[src/verilog/i2m_consts.svh]
// Purpose: Offsets, bit positions and reset values of the two-wire master engine
// Assumes: APB byte addresses, one 32-bit word per register
// Notes:   Definitions only
`ifndef I2M_CONSTS_SVH
`define I2M_CONSTS_SVH

`define I2M_OFF_CTRL      8'h00
`define I2M_OFF_STATUS    8'h04
`define I2M_OFF_DATA      8'h08
`define I2M_OFF_RATE      8'h0C

`define I2M_C_ENABLE      0
`define I2M_C_RX_GO       1
`define I2M_C_ACK_GO      2
`define I2M_C_STOP_GO     3
`define I2M_C_ACK_VALUE   4

`define I2M_S_BUF_FULL    0
`define I2M_S_WRITE_COLLISION_FLAG        1
`define I2M_S_ACK_RESULT  2
`define I2M_S_EVENT       3
`define I2M_S_BUS_COL     4
`define I2M_S_RX_OVF      5
`define I2M_S_START_SEEN  6
`define I2M_S_STOP_SEEN   7
`define I2M_S_BUS_FREE    8

`define I2M_RATE_RST      8'h09
`define I2M_BITS_DATA     4'h7
`define I2M_BITS_ACK      4'h8

`endif

[src/verilog/i2m_pkg.sv]
// Purpose: Types shared by the two-wire master engine
// Assumes: Constants live in i2m_consts.svh
// Notes:   No state codes are fixed
package i2m_pkg;

   typedef enum logic [3:0] {
      ST_IDLE, ST_LOW, ST_RISE, ST_HIGH,
      ST_STOP_A, ST_STOP_B, ST_STOP_C, ST_STOP_D, ST_STOP_E, ST_STOP_F
   } i2m_state_t;

   typedef enum logic [1:0] {K_TX, K_RX, K_ACK} i2m_kind_t;

endpackage : i2m_pkg

[src/verilog/i2m_engine.sv]
// Purpose: Master byte engine of a two-wire serial port behind an APB slave
// Assumes: Open-drain pins, sys_clk_i at 200 MHz, pins synchronised by two flops
// Notes:   Start and repeated-start generation are outside this block
`timescale 1ns/1ps
`default_nettype none
`include "i2m_consts.svh"

//Contract
// [RULE_01] Buffer-full on write, cleared after 8 bits
// [RULE_02] Write while shifting dropped, write-collision set
// [RULE_03] Software clears write-collision before next transmission
// [RULE_04] Acknowledge result 0 on ack, 1 on nack
// [RULE_05] Buffer write starts shifting, MSB first
// [RULE_06] Capture ack, event flag after ninth clock
// [RULE_07] Stop raises event only when complete
// [RULE_08] Go requests ignored unless idle
// [RULE_09] Receive: rollover toggles SCL, SDA shifted in
// [RULE_10] Eighth receive fall: copy, flag, hold, idle
// [RULE_11] Receive: reading buffer clears buffer-full
// [RULE_12] Overflow when byte completes with buffer full
// [RULE_13] Write during receive/ack/stop sets write-collision
// [RULE_14] Ack sequence: low, release, high period, low
// [RULE_15] Software sets ack value before ack sequence
// [RULE_16] Stop: SDA low, SCL up, SDA up, event
// [RULE_17] Reset disables port, abandons transfer
// [RULE_18] Reset clears seen flags; bus-free rule
// [RULE_19] Released one read as zero: collision, idle
// [RULE_20] Transmit collision: halt, clear full, release lines
// [RULE_21] Sequence collision: abort, release, clear request
// [RULE_22] After collision, event on stop; rewrite restarts
// [RULE_23] Baud period reloads from rate value
// [RULE_24] Counter waits until SCL really high
// [RULE_25] Event and collision flags clear by software
// [RULE_26] Arbitration lost via one SDA compare
module i2m_engine
   import i2m_pkg::*;
(
   input  wire logic        sys_clk_i,
   input  wire logic        reset_i,
   input  wire logic        psel_i,
   input  wire logic        penable_i,
   input  wire logic        pwrite_i,
   input  wire logic [7:0]  paddr_i,
   input  wire logic [31:0] pwdata_i,
   output logic      [31:0] prdata_o,
   output logic             pready_o,
   output logic             pslverr_o,
   input  wire logic        scl_i,
   output logic             scl_o,
   output logic             scl_oe_o,
   input  wire logic        sda_i,
   output logic             sda_o,
   output logic             sda_oe_o
);

   logic [1:0]  scl_sync;
   logic [1:0]  sda_sync;
   logic        scl_q;
   logic        sda_q;
   logic        port_en;
   logic        receive_go;
   logic        ack_go;
   logic        stop_go;
   logic        ack_value_bit;
   logic [7:0]  rate_reload_value;
   logic        buffer_full_flag;
   logic        write_collision_flag;
   logic        ack_result_bit;
   logic        transfer_event_flag;
   logic        bus_collision_flag;
   logic        receive_overflow_flag;
   logic        start_seen;
   logic        stop_seen;
   logic        rx_mode;
   logic        arb_lost;
   logic [7:0]  data_buffer;
   logic [7:0]  shift_reg;
   logic [3:0]  bitcnt;
   logic [7:0]  cnt;
   i2m_state_t  state;
   i2m_state_t  next_state;
   i2m_kind_t   kind;
   logic        scl_low;
   logic        sda_low;

   // Pin sampling and bus condition detection
   wire scl_s     = scl_sync[1];
   wire sda_s     = sda_sync[1];
   wire start_det = scl_s & scl_q & sda_q & ~sda_s;
   wire stop_det  = scl_s & scl_q & ~sda_q & sda_s;

   // APB decode
   wire acc       = psel_i & penable_i;
   wire wr        = acc & pwrite_i;
   wire rd        = acc & ~pwrite_i;
   wire sel_ctrl  = paddr_i == `I2M_OFF_CTRL;
   wire sel_stat  = paddr_i == `I2M_OFF_STATUS;
   wire sel_data  = paddr_i == `I2M_OFF_DATA;
   wire sel_rate  = paddr_i == `I2M_OFF_RATE;
   wire mapped    = sel_ctrl | sel_stat | sel_data | sel_rate;
   wire idle      = state == ST_IDLE;
   wire bus_free  = stop_seen | (~start_seen & ~stop_seen);

   // [RULE_02] [RULE_13] busy write check
   wire dat_wr    = wr & sel_data & port_en;
   wire tx_go     = dat_wr & idle;
   wire write_collision_flag_set  = dat_wr & ~idle;
   // [RULE_08] go bits accepted only when idle
   wire go_ok     = wr & sel_ctrl & port_en & idle;
   wire rx_req    = go_ok & pwdata_i[`I2M_C_RX_GO];
   wire ack_req   = go_ok & ~rx_req & pwdata_i[`I2M_C_ACK_GO];
   wire stop_req  = go_ok & ~rx_req & ~ack_req & pwdata_i[`I2M_C_STOP_GO];
   wire stat_clr  = wr & sel_stat;
   wire rd_data   = rd & sel_data;

   // [RULE_23] baud period ends when the reloaded count reaches zero
   wire tick      = cnt == 8'h00;
   wire in_high   = state == ST_HIGH;
   wire rise_ok   = (state == ST_RISE) & scl_s;
   wire last_bit  = (kind == K_TX  & bitcnt == `I2M_BITS_ACK) |
                    (kind == K_RX  & bitcnt == `I2M_BITS_DATA) |
                    (kind == K_ACK);
   wire expect_one = (kind == K_TX & bitcnt < `I2M_BITS_ACK & shift_reg[7]) |
                     (kind == K_ACK & ack_value_bit);

   // [RULE_19] [RULE_26] released SDA read low while SCL high
   wire col_bit   = in_high & expect_one & ~sda_s;
   wire col_stop  = ((state == ST_STOP_D | state == ST_STOP_E) & ~scl_s) |
                    (state == ST_STOP_E & tick & ~sda_s);
   wire collide   = port_en & (col_bit | col_stop);
   wire bit_end   = in_high & tick & ~collide;
   wire tx_end    = bit_end & kind == K_TX & bitcnt == `I2M_BITS_ACK;
   wire tx_sent   = bit_end & kind == K_TX & bitcnt == `I2M_BITS_DATA;
   wire rx_end    = bit_end & kind == K_RX & bitcnt == `I2M_BITS_DATA;
   wire ack_end   = bit_end & kind == K_ACK;
   wire stop_end  = (state == ST_STOP_F) & tick;
   // [RULE_22] a stop seen after lost arbitration raises the event
   wire event_set = tx_end | rx_end | ack_end | stop_end | (arb_lost & stop_det);
   wire cnt_load  = next_state != state;

   // APB answers in the access cycle
   assign pready_o  = 1'b1;
   assign pslverr_o = acc & ~mapped;
   assign prdata_o  = ~rd ? 32'h0000_0000 :
      sel_ctrl ? {27'h0, ack_value_bit, stop_go, ack_go, receive_go, port_en} :
      sel_stat ? {23'h0, bus_free, stop_seen, start_seen, receive_overflow_flag,
                  bus_collision_flag, transfer_event_flag, ack_result_bit,
                  write_collision_flag, buffer_full_flag} :
      sel_data ? {24'h0, data_buffer} :
      sel_rate ? {24'h0, rate_reload_value} : 32'h0000_0000;

   // Open-drain pins only ever pull low
   assign scl_o    = 1'b0;
   assign sda_o    = 1'b0;
   assign scl_oe_o = scl_low;
   assign sda_oe_o = sda_low;

   always_ff @(posedge sys_clk_i) begin
      scl_sync <= {scl_sync[0], scl_i};
      sda_sync <= {sda_sync[0], sda_i};
      scl_q    <= scl_s;
      sda_q    <= sda_s;
   end

   always_comb begin
      next_state = state;
      if (~port_en | collide) begin
         next_state = ST_IDLE;
      end else begin
         case (state)
            ST_IDLE:   if (tx_go | rx_req | ack_req) next_state = ST_LOW;
                       else if (stop_req) next_state = ST_STOP_A;
            ST_LOW:    if (tick) next_state = ST_RISE;
            ST_RISE:   if (scl_s) next_state = ST_HIGH;
            ST_HIGH:   if (tick) next_state = last_bit ? ST_IDLE : ST_LOW;
            ST_STOP_A: if (~sda_s) next_state = ST_STOP_B;
            ST_STOP_B: if (tick) next_state = ST_STOP_C;
            ST_STOP_C: if (scl_s) next_state = ST_STOP_D;
            ST_STOP_D: if (tick) next_state = ST_STOP_E;
            ST_STOP_E: if (sda_s & scl_s) next_state = ST_STOP_F;
            ST_STOP_F: if (tick) next_state = ST_IDLE;
            default:   next_state = ST_IDLE;
         endcase
      end
   end

   // [RULE_24] counter frozen in the SCL rise-wait states ST_RISE and ST_STOP_C, reloaded on every step
   always_ff @(posedge sys_clk_i) begin
      if (reset_i) begin
         cnt <= 8'h00;
      end else if (cnt_load) begin
         cnt <= rate_reload_value;
      end else if (cnt != 8'h00 && state != ST_RISE && state != ST_STOP_C) begin
         cnt <= cnt - 8'h01;
      end
   end

   // [RULE_17] reset or disable abandons the sequence
   always_ff @(posedge sys_clk_i) begin
      if (reset_i) begin
         state <= ST_IDLE;
         kind  <= K_TX;
      end else begin
         state <= next_state;
         if (tx_go) begin
            kind <= K_TX;
         end else if (rx_req) begin
            kind <= K_RX;
         end else if (ack_req) begin
            kind <= K_ACK;
         end
      end
   end

   // [RULE_05] [RULE_09] bit counter and shifter
   always_ff @(posedge sys_clk_i) begin
      if (reset_i) begin
         bitcnt    <= 4'h0;
         shift_reg <= 8'h00;
      end else begin
         if (idle) begin
            bitcnt <= 4'h0;
         end else if (bit_end & ~last_bit) begin
            bitcnt <= bitcnt + 4'h1;
         end
         if (tx_go) begin
            shift_reg <= pwdata_i[7:0];
         end else if (bit_end & kind == K_TX) begin
            shift_reg <= {shift_reg[6:0], 1'b0};
         end else if (rise_ok & kind == K_RX) begin
            shift_reg <= {shift_reg[6:0], sda_s};
         end
      end
   end

   // [RULE_14] [RULE_16] [RULE_20] [RULE_21] pin drive per step
   always_ff @(posedge sys_clk_i) begin
      if (reset_i | ~port_en | collide) begin
         scl_low <= 1'b0;
         sda_low <= 1'b0;
      end else begin
         case (next_state)
            ST_LOW:    scl_low <= 1'b1;
            ST_RISE,
            ST_HIGH:   scl_low <= 1'b0;
            ST_STOP_A,
            ST_STOP_B: scl_low <= 1'b1;
            ST_IDLE:   scl_low <= stop_end ? 1'b0 : scl_low | ~idle;
            default:   scl_low <= 1'b0;
         endcase
         if (state == ST_LOW) begin
            sda_low <= (kind == K_TX & bitcnt < `I2M_BITS_ACK & ~shift_reg[7]) |
                       (kind == K_ACK & ~ack_value_bit);
         end else if (state == ST_STOP_A) begin
            sda_low <= 1'b1;
         end else if (state == ST_STOP_D & tick) begin
            sda_low <= 1'b0;
         end
      end
   end

   // Control register; request bits drop when their sequence ends or aborts
   always_ff @(posedge sys_clk_i) begin
      if (reset_i) begin
         port_en           <= 1'b0;
         ack_value_bit     <= 1'b0;
         rate_reload_value <= `I2M_RATE_RST;
      end else begin
         if (wr & sel_ctrl) begin
            port_en       <= pwdata_i[`I2M_C_ENABLE];
            ack_value_bit <= pwdata_i[`I2M_C_ACK_VALUE];
         end
         if (wr & sel_rate) begin
            rate_reload_value <= pwdata_i[7:0];
         end
      end
   end

   always_ff @(posedge sys_clk_i) begin
      if (reset_i | ~port_en | collide) begin
         receive_go <= 1'b0;
         ack_go     <= 1'b0;
         stop_go    <= 1'b0;
      end else begin
         // [RULE_10] receive request clears at eighth fall
         receive_go <= rx_req | (receive_go & ~rx_end);
         ack_go     <= ack_req | (ack_go & ~ack_end);
         // [RULE_07] stop request clears with the completion event
         stop_go    <= stop_req | (stop_go & ~stop_end);
      end
   end

   // Status flags; a hardware set wins over a software clear
   always_ff @(posedge sys_clk_i) begin
      if (reset_i | ~port_en) begin
         buffer_full_flag      <= 1'b0;
         write_collision_flag  <= 1'b0;
         ack_result_bit        <= 1'b0;
         transfer_event_flag   <= 1'b0;
         bus_collision_flag    <= 1'b0;
         receive_overflow_flag <= 1'b0;
         start_seen            <= 1'b0;
         stop_seen             <= 1'b0;
         rx_mode               <= 1'b0;
         arb_lost              <= 1'b0;
         data_buffer           <= 8'h00;
      end else begin
         // [RULE_01] [RULE_11] [RULE_20] buffer-full set and clear
         if (tx_go | rx_end) begin
            buffer_full_flag <= 1'b1;
         end else if (tx_sent | (col_bit & kind == K_TX) | (rd_data & rx_mode)) begin
            buffer_full_flag <= 1'b0;
         end
         // [RULE_02] [RULE_13] collision on busy write
         if (write_collision_flag_set) begin
            write_collision_flag <= 1'b1;
         end else if (stat_clr & pwdata_i[`I2M_S_WRITE_COLLISION_FLAG]) begin
            write_collision_flag <= 1'b0;
         end
         // [RULE_04] [RULE_06] acknowledge captured at ninth rise
         if (rise_ok & kind == K_TX & bitcnt == `I2M_BITS_ACK) begin
            ack_result_bit <= sda_s;
         end
         // [RULE_25] sticky until software clears
         if (event_set) begin
            transfer_event_flag <= 1'b1;
         end else if (stat_clr & pwdata_i[`I2M_S_EVENT]) begin
            transfer_event_flag <= 1'b0;
         end
         if (collide) begin
            bus_collision_flag <= 1'b1;
         end else if (stat_clr & pwdata_i[`I2M_S_BUS_COL]) begin
            bus_collision_flag <= 1'b0;
         end
         // [RULE_12] overflow on second unread byte
         if (rx_end & buffer_full_flag) begin
            receive_overflow_flag <= 1'b1;
         end else if (stat_clr & pwdata_i[`I2M_S_RX_OVF]) begin
            receive_overflow_flag <= 1'b0;
         end
         // [RULE_18] start and stop tracking
         if (start_det) begin
            start_seen <= 1'b1;
            stop_seen  <= 1'b0;
         end else if (stop_det) begin
            start_seen <= 1'b0;
            stop_seen  <= 1'b1;
         end
         if (tx_go | rx_req) begin
            rx_mode <= rx_req;
         end
         // [RULE_22] lost state held until a stop or a fresh write
         if (collide) begin
            arb_lost <= 1'b1;
         end else if (stop_det | tx_go) begin
            arb_lost <= 1'b0;
         end
         if (tx_go) begin
            data_buffer <= pwdata_i[7:0];
         end else if (rx_end) begin
            data_buffer <= shift_reg;
         end
      end
   end
endmodule : i2m_engine
`default_nettype wire

[config.mk]
export PLATFORM = sky130hd
export DESIGN_NAME = i2m_engine
export DESIGN_NICKNAME = d
export VERILOG_FILES = /design/src/verilog/i2m_pkg.sv /design/src/verilog/i2m_engine.sv
export VERILOG_INCLUDE_DIRS = /design/src /design/src/verilog
export SDC_FILE = /design/constraint.sdc
export NUM_CORES = 1
export LEC_CHECK = 0
export BUFFER_PORTS_ARGS = -buffer_cell sky130_fd_sc_hd__buf_2
export CELL_PAD_IN_SITES_DETAIL_PLACEMENT = 0
export CELL_PAD_IN_SITES_GLOBAL_PLACEMENT = 1
export CORE_ASPECT_RATIO = 1.4
export CORE_MARGIN = 10
export CORE_UTILIZATION = 44
export DETAILED_ROUTE_END_ITERATION = 12
export PLACE_DENSITY = 0.84
export SYNTH_ARGS = -nofsm -noshare
export SYNTH_HDL_FRONTEND = slang
export SYNTH_SLANG_ARGS = --single-unit
[constraint.sdc]
create_clock -name sys_clk_i -period 3.65 [get_ports sys_clk_i]
set_input_delay 0.1825 -clock sys_clk_i [delete_from_list [all_inputs] [get_ports sys_clk_i]]
set_output_delay 0.1825 -clock sys_clk_i [all_outputs]
set_load 0.02 [all_outputs]
-- After elaboration in Yosys (flattened, before gate mapping)
Index checks and enable logic that the tools add are counted.
- eq/ne operators: 22
- bitwise gates (word level): 111
- $add $sub $neg: 2
- reduce and logical (&&, ||, !) cells: 25
- $lt $le $gt $ge: 1
- multiplexer cells: 47
- operators by type and width (operator ; count):
    $mux 8 ; 9
    $and 1x1->1 ; 65
    $mux 4 ; 12
    $pmux 4 s10 ; 1
    $eq 4x3->1 const B ; 7
    $or 1x1->1 ; 28
    $mux 9 ; 3
    $mux 1 ; 21
    $reduce_bool 2->1 ; 10
    $not 1->1 ; 18
    $eq 8x4->1 const B ; 2
    $logic_not 8->1 ; 2
    $eq 4x4->1 const B ; 3
    $eq 4x1->1 const B ; 2
    $eq 4x2->1 const B ; 2
    $eq 8x3->1 const B ; 1
    $logic_not 4->1 ; 2
    $reduce_bool 8->1 ; 1
    $sub 8x1->8 const B ; 1
    $reduce_bool 3->1 ; 2
    $reduce_or 2->1 ; 3
    $reduce_or 3->1 ; 2
    $add 4x1->4 const B ; 1
    $lt 4x4->1 const B ; 1
    other kinds (8) ; 9
- input bits: 47
- register bits: 65
- output and inout port bits: 38

-- Depth between registers and ports, before layout
- word-level depth: 19
- depth in mapped cells: 10
- depth with buffers taken out: 9

-- Worst setup path after synthesis
OpenSTA, ideal clock, no wires.
- path type: input -> output
- start point: input port paddr_i[5]
- end point: output port prdata_o[0]
- stages on the path: 5
- slack: 1.242 ns
- arrival: 2.226 ns
- cell sequence: nor4_2 -> nand2_1 -> or2_2 -> clkbuf_1 -> a2111oi_0
- cells in the longest elaborated chain, start to end: 6
- ends and longest elaborated chain (item ; line ; source):
    start: declaration ; i2m_engine.sv:43 ; input wire logic [7:0] paddr_i,
    $eq 8x4->1 (no line) ; -- ;
    $mux 8 ; i2m_engine.sv:150 ; sel_rate ? {24'h0, rate_reload_value} : 32'h0000_0000;
    $mux 8 ; i2m_engine.sv:149 ; sel_data ? {24'h0, data_buffer} :
    $mux 9 ; i2m_engine.sv:146 ; sel_stat ? {23'h0, bus_free, stop_seen, start_seen, receive_overflow_flag,
    $mux 9 (*) ; i2m_engine.sv:145 ; sel_ctrl ? {27'h0, ack_value_bit, stop_go, ack_go, receive_go, port_en} :
    $mux 9 (*) ; i2m_engine.sv:144 ; assign prdata_o = ~rd ? 32'h0000_0000 :
    end: declaration ; i2m_engine.sv:45 ; output logic [31:0] prdata_o,
Every way passes the cells marked *; elsewhere a longest branch is shown, timed or not.

-- Worst setup path in the final report
- start point: register state[1]
- end point: register cnt[4]
- cells in the longest elaborated chain, start to end: 15
- ends and longest elaborated chain (item ; line ; source):
    start: declaration ; i2m_engine.sv:80 ; i2m_state_t state;
    start signal: assignment ; i2m_engine.sv:204 ; state <= next_state;
    $logic_not 4->1 ; i2m_engine.sv:101, i2m_engine.sv:170 ;
    $and 1x1->1 ; i2m_engine.sv:109 ; wire go_ok = wr & sel_ctrl & port_en & idle;
    $and 1x1->1 ; i2m_engine.sv:110 ; wire rx_req = go_ok & pwdata_i[`I2M_C_RX_GO];
    $not 1->1 ; i2m_engine.sv:111, i2m_engine.sv:112 ;
    $and 1x1->1 ; i2m_engine.sv:111, i2m_engine.sv:112 ;
    $and 1x1->1 ; i2m_engine.sv:111 ; wire ack_req = go_ok & ~rx_req & pwdata_i[`I2M_C_ACK_GO];
    $not 1->1 ; i2m_engine.sv:112 ; wire stop_req = go_ok & ~rx_req & ~ack_req & pwdata_i[`I2M_C_STOP_GO];
    $and 1x1->1 (2 in a row) ; i2m_engine.sv:112 ;
    $mux 4 ; i2m_engine.sv:172 ; else if (stop_req) next_state = ST_STOP_A;
    $mux 4 ; i2m_engine.sv:171 ; ST_IDLE: if (tx_go | rx_req | ack_req) next_state = ST_LOW;
    $pmux 4 s10 ; i2m_engine.sv:170 ; case (state)
    $mux 4 ; i2m_engine.sv:167 ; if (~port_en | collide) begin
    $ne 4x4->1 ; i2m_engine.sv:139 ; wire cnt_load = next_state != state;
    $mux 8 or $reduce_bool 2->1 (tied branches) ; -- ;
    end signal: assignment ; i2m_engine.sv:192 ; cnt <= rate_reload_value;
    end signal: assignment ; i2m_engine.sv:194 ; cnt <= cnt - 8'h01;
    end: declaration ; i2m_engine.sv:79 ; logic [7:0] cnt;
Several ways; a longest one is shown, not always the timed one.
A chain may end at the register's enable or synchronous reset.

==> metrics.csv <==
stage;metric;value;unit
sta;rsz0062_at_grt;no;
floorplanning;die_w;99.3;µm
clocking;cts_tree;yes;
clocking;max-clock-path-buffers;2;
critical_path;cp_data_required_time;3.89;ns
sta;min_period;2.84;ns
global_route;grtUsageTotal;15.8;%
clocking;cts.repair.resized;0;
final_layout;drive_gt1_share;19.0;%
placement;post-dp-hpwl;7490;µm
critical_path;cp_max_fo;20;
clocking;cts_buffers;9;
synthesis;ys_types;70;
sta;fmax;352;MHz
clocking;cts_root_buf;clkbuf_16;
critical_path;cp.buffers_inverters;0;
sta;finalCritPeriodShare;77.7;%
floorplanning;die_y;131;µm
clocking;cts_hold_buf;2;
synthesis;yosys_warnings;0;
synthesis;syn_area;0.00387;mm²
worst_hold_path;hold_class;input pin to register;
sta;hold_violations;0;
final_layout;final_cell_mix;65 x dfxtp_1, 62 x nor2_1, 45 x nand2_1;
drt;wl_per_cell;17.3;µm
run_status;status;complete, no violations;
clocking;cts_htree_levels;3;
synthesis;synth_edf_count;0;
sta;final_max_slew_viol_count;0;
floorplanning;start_util;45.0;%
pwr;power_density;395;mW/mm²
critical_path;cp_cell_sequence;nor4_2, nand4_1, o211a_4, o21ai_2, a21oi_1, a311oi_2;
drt;detail_route.vias_per_cell;5.58;
synthesis;synth_seq_area_share;33.6;%
final_layout;area_growth_syn_to_layout;9.76;%
floorplanning;core-area;0.00861;mm²
global_route;grt_pass1_wl;16800;µm
placement;place_inst;571;
critical_path;start_kind;register;
drt;drc;0;
final_layout;antenna_cells;0;
final_layout;fin_util;49.3;%
drt;drt_iter0_drc;229;
clocking;post-cts-setup-buffers;0;
drt;drt-pass1-iter-count;5;
global_route;grt_max_degree;33;
critical_path;slowest_delay;0.67;ns
synthesis;synth-main-ff-cell;dfxtp_1;
floorplanning;rows;40;
final_layout;final.fill_count;874;
synthesis;async_flop_share;0;%
placement;numPortBuffers;34;
clocking;clk_pin_slew;0.05;ns
floorplanning;die_area;0.0130;mm²
floorplanning;floorplan.io_pins;85;
drt;wirelength;10200;µm
clocking;cts.sinks;65;
clocking;insertion_delay;0.33;ns
final_layout;final_common_cell;dfxtp_1;
drt;postRouteAntennaNets;0;
critical_path;path_delay_family;compound AO/OA/AOI/OAI gates;
global_route;grt-ovfl-total;0;
sta;finClkSkew;0.00702;ns
global_route;grt_pass1_vias;3384;
critical_path;slowest_stage;nor4_2;
pwr;max-vdd-ir-drop;0.305;mV
final_layout;finalNonFillerCells;589;
sta;setup_violations;0;
critical_path;crit_type;register to register;
placement;gp_congestion;0.852;
synthesis;avgSynthCellArea;8.43;µm²
global_route;antenna_found_initial;0;
sta;fin_setup_tns;0;ns
sta;maxSlewHeadroom;46.4;%
job;max-cap-violations;0;
synthesis;synth_cells;459;
drt;vias;3287;
synthesis;synth-seq-cells;65;
sta;worst_slew_pin_slew;0.805;ns
pwr;p_leak;1.46;nW
critical_path;arrival;3.07;ns
critical_path;critPathCaptureType;register;
final_layout;nets;530;
## cell usage after synthesis (2+ instances only)
cell type  number  area, µm²
buf_6           2       22.5
and3_1          3       18.8
or2_2           5       31.3
nand2b_1        7       43.8
o21ai_0        16       80.1
nor3_1         11       55.1
nand4b_1        2       17.5
inv_1           8       30.0
o21bai_1        2       15.0
a211o_1         3       26.3
xnor2_1         3       26.3
a22oi_1         8       60.1
buf_2           5       25.0
nand2_1        45        169
xor2_1          8       70.1
a31oi_1         2       12.5
a211oi_1        4       30.0
ha_1            4       50.1
a2111oi_0       2       17.5
nor2b_1         6       37.5
a21oi_1        35        175
nor3b_1         2       15.0
mux2_2          5       56.3
mux2i_1        20        200
nand3_1         7       35.0
nor2_1         62        233
nor4_1          2       12.5
buf_4          27        203
nand3b_1        3       22.5
a311oi_2       14        210
a21oi_2         3       26.3
and2_1          3       18.8
a41oi_1         2       17.5
conb_1          2       7.51
a21o_1          2       15.0
or3_1           4       25.0
clkbuf_1       17       63.8
nand4_1         6       37.5
nor4_2          2       25.0
dfxtp_1        65       1300
## kinds of logic after synthesis
logic type	count (synthesis)	synth area share, %
AO/OA/AOI/OAI	106	21.4
XOR/XNOR	11	2.49
adder cells (fa/ha/maj)	4	1.29
buffers and inverters	62	9.86
flip-flops	65	33.6
multiplexers	25	6.63
other	2	0.194
AND/OR/NAND/NOR	184	24.5
## worst register-to-register path, stage by stage (launching register included)
cell,delay (ns)
dfxtp_1,0.52
nor4_2,0.68
nand4_1,0.24
o211a_4,0.22
o21ai_2,0.63
a21oi_1,0.19
a311oi_2,0.27
## per-stage QoR
stage / cell area [µm²] / hold slack (ns) / setup slack (ns) / power (mW)
after floorplan: 3960 / 0.210 / 1.24 / 0.843
after CTS: 4250 / 0.134 / 0.779 / 1.69
after global routing: 4250 / 0.161 / 0.587 / 1.73
final: 4250 / 0.142 / 0.813 / 1.68
after detailed placement: 3930 / 0.288 / 0.782 / 0.857
after global placement: 3930 / 0.285 / 0.834 / 0.856
## final timing paths
path | startpoint | to | slack (ns) | cells after the start
worst max register to register | state[1] | cnt[4] | 0.81 | 6
worst min-delay path | pwdata_i[7] | rate_reload_value[7] | 0.14 | 3
worst max-delay path | state[1] | cnt[4] | 0.81 | 6
worst min register to register | sda_sync[0] | sda_sync[1] | 0.32 | 0
## report_power, final
part           total (mW)  switching (mW)  internal [mW]
sequential          0.722         0.00594          0.716
combinational       0.124          0.0832         0.0409
clock               0.833           0.299          0.534
## area by class of cell
cell class                      instances  area, µm²  share of cell area, %
Clock buffer                           15        288                   6.77
Clock inverter                          1       7.51                  0.177
Inverter                                8       30.0                  0.707
Multi-Input combinational cell        356       2280                   53.6
Sequential cell                        65       1300                   30.6
Tap cell                              105        131                   3.09
Timing Repair Buffer                   39        213                   5.01
## layer usage
metal | share of wire [%] | up-vias | global-route usage, %
li1 | - | 1623 | -
met1 | 43 | 1559 | 18.1
met2 | 51 | 90 | 27.3
met3 | 4.8 | 15 | 2.63
met4 | 1.8 | 0 | 8.79
met5 | 0 | - | 0
No activity file was read; power rests on OpenSTA's default activity.
